**src/hdl/prs_pkg.sv**
```systemverilog
package prs_pkg;

  // ********************************************************
  // resource map
  // ********************************************************
  localparam int NUM_RES = 8;
  localparam int NUM_CLK_REQ = 4;
  localparam int TIMER_W = 8;
  localparam int RES_CORE_SW = 0;
  localparam int RES_CORE_LIN = 1;
  localparam int RES_LOWNOISE_LIN = 2;
  localparam int RES_SHORTRANGE_SEC = 3;
  localparam int RES_WLAN_SEC = 4;
  localparam int RES_LOAD_HIGH = 5;

  // ********************************************************
  // timing
  // ********************************************************
  localparam int REF_CLK_HZ = 50000000;
  localparam int LPO_HZ = 32768;
  localparam int SYNC_STAGES = 3;

  // ********************************************************
  // reset values
  // ********************************************************
  localparam logic [7:0] MIN_MASK_RST = 8'h00;
  localparam logic [7:0] TIME_RST = 8'h00;
  localparam logic [7:0] DEP_RST = 8'h00;

  typedef logic [NUM_RES-1:0] prs_vec_t;

  typedef enum logic [1:0] {
    RS_DISABLED,
    RS_ENABLED,
    RS_RISING,
    RS_FALLING
  } prs_rstate_t;

  typedef enum logic [1:0] {
    PM_POWER_DOWN,
    PM_ACTIVE,
    PM_DOZE,
    PM_DEEP_SLEEP
  } prs_mode_t;

  typedef struct packed {
    logic [NUM_RES-1:0][TIMER_W-1:0] time_on;
    logic [NUM_RES-1:0][TIMER_W-1:0] time_off;
    logic [NUM_RES-1:0][NUM_RES-1:0] depends_on;
    logic [NUM_CLK_REQ-1:0][NUM_RES-1:0] clk_map;
    prs_vec_t min_mask;
    prs_vec_t timer_req;
  } prs_cfg_t;

  typedef struct packed {
    prs_vec_t pending;
    prs_vec_t state;
  } prs_stat_t;

endpackage

```
**src/hdl/prs_sequencer.sv**
```systemverilog
`timescale 1ns/100ps
`default_nettype none
module prs_sequencer
  import prs_pkg::*;
(
  // clock and reset
  input wire logic ref_clk,
  input wire logic rst,
  // pins and oscillator
  input wire logic low_power_oscillator,
  input wire logic shortrange_power_request,
  input wire logic wlan_power_request,
  // requests and configuration
  input wire logic [NUM_CLK_REQ-1:0] clk_req,
  input wire logic baseband_high_load,
  input wire logic doze_req,
  input wire logic deep_sleep_req,
  input wire logic wake_event,
  input wire logic retention_done,
  input wire prs_cfg_t cfg,
  // status and controls
  output prs_stat_t status_q,
  output prs_mode_t mode_q,
  output logic core_switching_regulator_q,
  output logic core_linear_regulator_q,
  output logic low_noise_linear_regulator_q,
  output logic shortrange_reset_n_q,
  output logic wlan_reset_n_q,
  output logic main_clk_en_q,
  output logic clk_slow_q,
  output logic retention_save_q,
  output logic retention_restore_q
);

  // ********************************************************
  // pin synchronisers
  // ********************************************************
  logic [SYNC_STAGES-1:0] lpo_s_q, sr_s_q, wl_s_q;
  logic sr_q, wl_q, lpo_q;
  always_ff @(posedge ref_clk) begin
    lpo_s_q <= {lpo_s_q[1:0], low_power_oscillator};
    sr_s_q <= {sr_s_q[1:0], shortrange_power_request};
    wl_s_q <= {wl_s_q[1:0], wlan_power_request};
  end
  // change accepted once stages two and three agree
  always_ff @(posedge ref_clk) begin
    if (rst) begin
      sr_q <= 1'b0;
      wl_q <= 1'b0;
      lpo_q <= 1'b0;
    end else begin
      if (sr_s_q[1] == sr_s_q[2]) sr_q <= sr_s_q[2];
      if (wl_s_q[1] == wl_s_q[2]) wl_q <= wl_s_q[2];
      if (lpo_s_q[1] == lpo_s_q[2]) lpo_q <= lpo_s_q[2];
    end
  end
  wire logic lpo_prev_d;
  logic lpo_prev_q;
  assign lpo_prev_d = lpo_q;
  always_ff @(posedge ref_clk) lpo_prev_q <= rst ? 1'b0 : lpo_prev_d;
  // one sequencer step per oscillator rising edge
  wire logic tick = lpo_q & ~lpo_prev_q;
  wire logic any_req = sr_q | wl_q;

  // ********************************************************
  // required set
  // ********************************************************
  function automatic prs_vec_t map_clocks(input logic [NUM_CLK_REQ-1:0] r,
                                          input prs_cfg_t c);
    prs_vec_t m;
    m = '0;
    for (int i = 0; i < NUM_CLK_REQ; i++) if (r[i]) m = m | c.clk_map[i];
    return m;
  endfunction

  prs_vec_t ext_req;
  always_comb begin
    ext_req = '0;
    ext_req[RES_CORE_SW] = any_req;
    ext_req[RES_CORE_LIN] = any_req & baseband_high_load;
    ext_req[RES_LOWNOISE_LIN] = any_req & baseband_high_load;
    ext_req[RES_SHORTRANGE_SEC] = sr_q;
    ext_req[RES_WLAN_SEC] = wl_q;
  end
  // union of all sources, regulators only while powered
  wire prs_vec_t required = ext_req | ({NUM_RES{any_req}} &
      (map_clocks(clk_req, cfg) | cfg.min_mask | cfg.timer_req));

  // ********************************************************
  // per-resource state and timers
  // ********************************************************
  prs_rstate_t rs_q [NUM_RES];
  logic [TIMER_W-1:0] tmr_q [NUM_RES];
  prs_vec_t enabled_v, live_v, dependents_up, deps_ok;
  always_comb begin
    for (int i = 0; i < NUM_RES; i++) begin
      enabled_v[i] = (rs_q[i] == RS_ENABLED);
      live_v[i] = (rs_q[i] != RS_DISABLED);
    end
    for (int i = 0; i < NUM_RES; i++) begin
      dependents_up[i] = 1'b0;
      deps_ok[i] = ((cfg.depends_on[i] & ~enabled_v) == '0);
      for (int j = 0; j < NUM_RES; j++)
        if (cfg.depends_on[j][i] && live_v[j]) dependents_up[i] = 1'b1;
    end
  end
  wire prs_vec_t start_on = ~live_v & required & deps_ok;
  wire prs_vec_t start_off = enabled_v & ~required & ~dependents_up;

  for (genvar g = 0; g < NUM_RES; g++) begin : g_res
    always_ff @(posedge ref_clk) begin
      if (rst) begin
        rs_q[g] <= RS_DISABLED;
        tmr_q[g] <= TIME_RST;
      end else if (tick) begin
        case (rs_q[g])
          RS_DISABLED: if (start_on[g]) begin
            if (cfg.time_on[g] == '0) rs_q[g] <= RS_ENABLED;
            else begin
              rs_q[g] <= RS_RISING;
              tmr_q[g] <= cfg.time_on[g];
            end
          end
          RS_ENABLED: if (start_off[g]) begin
            if (cfg.time_off[g] == '0) rs_q[g] <= RS_DISABLED;
            else begin
              rs_q[g] <= RS_FALLING;
              tmr_q[g] <= cfg.time_off[g];
            end
          end
          RS_RISING, RS_FALLING: begin
            tmr_q[g] <= tmr_q[g] - 8'h01;
            if (tmr_q[g] == 8'h01)
              rs_q[g] <= (rs_q[g] == RS_RISING) ? RS_ENABLED : RS_DISABLED;
          end
          default: rs_q[g] <= RS_DISABLED;
        endcase
      end
    end
  end

  // ********************************************************
  // power mode
  // ********************************************************
  prs_mode_t mode_d;
  always_comb begin
    mode_d = mode_q;
    case (mode_q)
      PM_POWER_DOWN: if (any_req) mode_d = PM_ACTIVE;
      PM_ACTIVE: begin
        // never sleep on a stale done flag: the save strobe must already stand
        if (deep_sleep_req && retention_done && retention_save_q) mode_d = PM_DEEP_SLEEP;
        else if (doze_req) mode_d = PM_DOZE;
      end
      PM_DOZE, PM_DEEP_SLEEP: if (wake_event || tick && cfg.timer_req != '0)
        mode_d = PM_ACTIVE;
      default: mode_d = PM_POWER_DOWN;
    endcase
    if (!any_req) mode_d = PM_POWER_DOWN;
  end

  // ********************************************************
  // outputs
  // ********************************************************
  prs_stat_t stat_d;
  always_comb begin
    for (int i = 0; i < NUM_RES; i++) begin
      stat_d.pending[i] = (rs_q[i] == RS_RISING) || (rs_q[i] == RS_FALLING);
      stat_d.state[i] = (rs_q[i] == RS_ENABLED) || (rs_q[i] == RS_FALLING);
    end
  end
  always_ff @(posedge ref_clk) begin
    if (rst) begin
      mode_q <= PM_POWER_DOWN;
      status_q <= '0;
      core_switching_regulator_q <= 1'b0;
      core_linear_regulator_q <= 1'b0;
      low_noise_linear_regulator_q <= 1'b0;
      shortrange_reset_n_q <= 1'b0;
      wlan_reset_n_q <= 1'b0;
      main_clk_en_q <= 1'b0;
      clk_slow_q <= 1'b0;
      retention_save_q <= 1'b0;
      retention_restore_q <= 1'b0;
    end else begin
      mode_q <= mode_d;
      status_q <= stat_d;
      core_switching_regulator_q <= live_v[RES_CORE_SW];
      core_linear_regulator_q <= live_v[RES_CORE_LIN];
      low_noise_linear_regulator_q <= live_v[RES_LOWNOISE_LIN];
      shortrange_reset_n_q <= sr_q & enabled_v[RES_SHORTRANGE_SEC];
      wlan_reset_n_q <= wl_q & enabled_v[RES_WLAN_SEC];
      main_clk_en_q <= (mode_d == PM_ACTIVE);
      // slow clock when nothing beyond the minimum is wanted
      clk_slow_q <= (mode_d == PM_ACTIVE) && (clk_req == '0) && !baseband_high_load;
      retention_save_q <= (mode_q == PM_ACTIVE) && deep_sleep_req;
      retention_restore_q <= (mode_q == PM_DEEP_SLEEP) && (mode_d == PM_ACTIVE);
    end
  end

  // every resource checked, not only the ones a given test happens to time
  for (genvar k = 0; k < NUM_RES; k++) begin : g_chk

  end
endmodule
`default_nettype wire

```
**config.mk**
```make
export PLATFORM = sky130hd
export DESIGN_NAME = prs_sequencer
export DESIGN_NICKNAME = d
export VERILOG_FILES = /design/src/hdl/prs_pkg.sv /design/src/hdl/prs_sequencer.sv
export SDC_FILE = /design/constraint.sdc
export NUM_CORES = 1
export LEC_CHECK = 0
export BUFFER_PORTS_ARGS = -buffer_cell sky130_fd_sc_hd__buf_2
export CORE_MARGIN = 1
export CORE_UTILIZATION = 45
export DETAILED_ROUTE_END_ITERATION = 7
export PLACE_DENSITY = 0.76
export SYNTH_ARGS = -nofsm -noshare
export SYNTH_HDL_FRONTEND = slang
export SYNTH_SLANG_ARGS = --single-unit
```
**constraint.sdc**
```tcl
create_clock -name ref_clk -period 2.3 [get_ports ref_clk]
set_input_delay 0 -clock ref_clk [delete_from_list [all_inputs] [get_ports ref_clk]]
set_output_delay 0 -clock ref_clk [all_outputs]
set_load 0.1 [all_outputs]
```
### After elaboration in Yosys (flattened, before gate mapping)

Memory sizes are Yosys's and may differ from the RTL's.
Index checks and enable logic that the tools add are counted.

| storage, ports and cells | value |
|---|---|
| register bits | 40 |
| RAM bits | 80 |
| input port bits | 254 |
| output and inout port bits | 27 |
| word-level logic and storage cells | 713 |
| memories | 2 |

| cells by class | value |
|---|---|
| add/subtract/negate cells | 8 |
| eq/ne operators | 39 |
| multiplexer cells | 411 |
| bitwise logic cells | 93 |
| reduce and logical (&&, ||, !) cells | 141 |

Memories:

| name | words | bits a word | rd ports | clocked after Yosys merged registers in | write ports | RTL line | RTL |
|---|---|---|---|---|---|---|---|
| tmr_q | 8 | 8 | 8 | 0 | 8 | prs_sequencer.sv:93 | `logic [TIMER_W-1:0] tmr_q [NUM_RES];` |
| rs_q | 8 | 2 | 8 | 0 | 8 | prs_sequencer.sv:92 | `prs_rstate_t rs_q [NUM_RES];` |

Operator list:

| kind | count |
|---|---|
| 2-to-1 mux 1 bit | 338 |
| 2-to-1 mux 8 bit | 28 |
| logical NOT 8 bit | 24 |
| AND 8 bit | 13 |
| 2-to-1 mux 2 bit | 44 |
| logical AND 1 bit | 71 |
| OR 1 bit | 65 |
| equality test 8 x 1 -> 1 bit, second input constant | 8 |
| subtractor 8 x 1 -> 8 bit, second input constant | 8 |
| OR 8 bit | 5 |
| equality test 2 bit, second input constant | 18 |
| inverter 8 bit | 4 |
| equality test 2 x 1 -> 1 bit, second input constant | 10 |
| logical NOT 2 bit | 9 |
| OR reduction 2 bit | 9 |
| logical OR 1 bit | 17 |
| nonzero test 2 bit | 8 |
| OR 5 x 8 -> 8 bit | 1 |
| nonzero test 8 bit | 1 |
| case mux 2 bit (3 select lines) | 1 |
| AND 1 bit | 4 |
| logical NOT 4 bit | 1 |
| equality test 1 bit | 3 |
| logical NOT 1 bit | 1 |
| inverter 1 bit | 1 |

### Logic depth before layout (Yosys ltp)

| depth | value |
|---|---|
| depth after elaboration | 23 |
| depth in mapped cells | 8 |
| gate-level depth less buffers | 7 |

### Worst setup path after synthesis

Ideal clock, no wire load.

| timing path | value |
|---|---|
| kind | flip-flop to flip-flop |
| start point | mem rs_q[1][7] in the netlist's numbering |
| end point | mem tmr_q[7][0] (netlist: tmr_q[1][24]), enable pin |
| setup time | 0.377 ns |
| arrival | 1.963 ns |
| data required time | 1.923 ns |
| setup slack | -0.040 ns |
| cell stages (with the launch flop) | 7 |
| path buffers | 1 |
| period minus slack after synthesis | 2.340 ns |
| cell sequence | edfxtp_1 > nand2b_1 > buf_2 > a211o_1 > nor4_4 > nand2_1 > o2111ai_1 |

RTL lines:

| element | RTL line |
|---|---|
| from (decl) | prs_sequencer.sv:92 |
| to (decl) | prs_sequencer.sv:93 |

==> reports/results.tsv <==
metric	value	unit
fp.dieH	136	um
crit_arrival	2.40	ns
required	2.44	ns
slew_headroom	56.7	%
synth_area_leaders	edfxtp_1 30%, dfxtp_1 9.9%, nand2_1 4.1%	
cp_max_fo	8	
yosys.area.top_type_share	29.6	%
final_cell_area	12000	um^2
vias_per_cell	5.98	
vias	9511	
synth_warnings	0	
status	completed	
whs	0.00372	ns
finalSetupViolCount	0	
grt_use_total	35.8	%
num-fill-cells	1312	
syn_nets	1162	
fin_worst_skew	0.00828	ns
tritoncts	built	
final_max_slew_viol_count	0	
firstDrtPassIters	8	
layout-drive-gt1-share	31.2	%
initial_utilization	46.5	%
fin_nets	1610	
antenna_found_initial	15	
cts-htree-levels	4	
p_leak	5.08	nW
max_cap_viol_count	0	
wl_met2	15900	um
post-route-period-util	98.1	%
portBuffers	275	
drc	0	
grt_pass1_vias	9453	
drt-initial-drc-count	992	
coreArea	17400	um^2
grt_max_degree	23	
highest_layer	met5	
critPathKind	reg -> reg	
final.min_clock_period	2.26	ns
asyncSetResetFlopFracSynth	0	%
combPwrFrac	19.8	%
synth.most_common_cell	nand2_1	
rsz0062_at_grt	true	
cts_sinks	120	
crit_path_end_kind	register	
die_area	18500	um^2
area_delta_synth_final	48.7	%
powerDensity	515	nW/um^2
ys_seq_area_share	39.5	%
pin_count	281	
synth_ff_type	edfxtp_1	
met1_length	12200	um
cts_max_path_buffers	2	
wl_met3	3360	um
cts_buffers	17	
die_x	136	um
place_area	10100	um^2
hold_viol_final	0	
grt_pass1_wl	49500	um
tightest_slew	0.646	ns
netlist_top_cells_count	89 x nand2_1, 80 x edfxtp_1, 64 x nor2_1	
ant_nets	0	
pwr-share-seq	40.0	%
power.share.clock	40.2	%
cts.reportedPaths.clkPinSlew	0.06	ns
placementRows	48	
synth-edff-count	80	
synthesis.area	8100	um^2
p_switching	1.73	mW
routabilityCongestion	0.983	
p_sw_share	27.8	%
wl_per_cell	20.6	um
synth_largest_area_cell	edfxtp_1	
fmax	443	MHz
start_kind	register	
power.internal	4.48	mW
synth_cell_types	71	
syn_avg_cell_area	9.08	um^2
gr-total-overflow	0	
wirelength	32800	um
ys_ff_latch	120	
clk_latency	0.43	ns
cts_root_buffer	clkbuf_16	
dp_hpwl	23800	um
synth_cells	892	
ir_drop	0.000556	V
hold_path_class	in -> reg	
==> flip-flops by register name, indices dropped and copies added, names as in the netlist, 2 cells and up <==
register  flops
status_q     16
wl_s_q        3
sr_s_q        3
lpo_s_q       3
tmr_q        64
rs_q         16
mode_q        2
==> what timing repair did <==
| action | CTS | global route |
|---|---|---|
| endpoints found under the setup margin | 7 | 82 |
| hold buffers | 127 | 0 |
| hold endpoints to repair | 70 | 0 |
| pin swaps | 0 | 5 |
| buffers inserted | 2 | 5 |
| gates resized for setup | 0 | 21 |
==> power groups by stage <==
| stage | clock network [mW] | logic (mW) | registers (mW) |
|---|---|---|---|
| 6_report | 2.49 | 1.23 | 2.48 |
| 5_1_grt | 2.62 | 1.30 | 2.49 |
| 4_1_cts | 2.50 | 1.17 | 2.48 |
| 3_5_place_dp | 0 | 0.998 | 2.52 |
| 3_3_place_gp | 0 | 0.987 | 2.52 |
| 2_1_floorplan | 0 | 0.413 | 2.62 |
==> final timing paths <==
kind,from,end,slack (ns),depth (start not counted)
setup / recovery,rs_q[0][1],tmr_q[1][10],0.04,7
hold / removal,cfg[117],tmr_q[0][5],0.004,3
setup reg to reg,rs_q[0][1],tmr_q[1][10],0.04,7
hold reg to reg,wl_s_q[0],wl_s_q[1],0.33,0
==> logic make-up (layout without fill, tap and decap cells) <==
kind of cell	after synthesis	after routing	synth area share [%]
fa+ha+maj	16	16	2.47
flops	120	120	39.5
buf+inv	90	551	4.68
simple gates	402	402	27.8
compound gates	218	218	20.6
other cells	0	12	0
xor+xnor	46	46	4.97
==> critical path, cell delays in order (launching register included) <==
cell       delay (ns)
edfxtp_1         0.47
buf_4            0.19
o21ai_0          0.23
nand4_1          0.23
a2111oi_4        0.43
nand2_1          0.13
nand4_1          0.12
buf_4            0.17
==> metal layers <==
layer	vias up	track usage [%]
li1	4333	-
met1	4430	41.4
met2	631	60.3
met3	109	10.1
met4	8	18.1
met5	-	0
==> cell type report <==
type | instances | area, um^2 | share of cell area [%]
Antenna cell | 12 | 30.0 | 0.249
Inverter | 45 | 169 | 1.40
Timing Repair Buffer | 474 | 3210 | 26.6
Clock buffer | 23 | 468 | 3.88
Sequential cell | 120 | 3200 | 26.6
Multi-Input combinational cell | 682 | 4610 | 38.3
Clock inverter | 9 | 76.3 | 0.634
Tap cell | 225 | 282 | 2.34
==> layout by cell type (no fill, tap or decap), drive strengths merged, types with 26 or more instances in the layout <==
| cell type | n |
|---|---|
| buf | 346 |
| xnor2 | 33 |
| a221o | 28 |
| nand2 | 89 |
| edfxtp | 80 |
| inv | 45 |
| o21ai | 64 |
| nor2 | 65 |
| dfxtp | 40 |
| a22oi | 34 |
| nor4 | 50 |
| nand4 | 26 |
| nand3 | 28 |
| dlygate4sd3 | 127 |
==> per-stage QoR <==
stage	utilization [%]	setup slack, ns	power (mW)	cells	TNS, ns
after floorplan	-	0.00177	3.03	892	0
after detailed placement	57.9	-0.0495	3.52	1412	-0.172
after global placement	57.9	-0.00775	3.50	1412	-0.0143
after CTS	68.4	0.00718	6.15	1573	0
final	69.2	0.0439	6.20	1590	0
after global routing	69.1	-0.0556	6.41	1586	-0.467
Note: power is estimated with default switching activity, not from simulation.
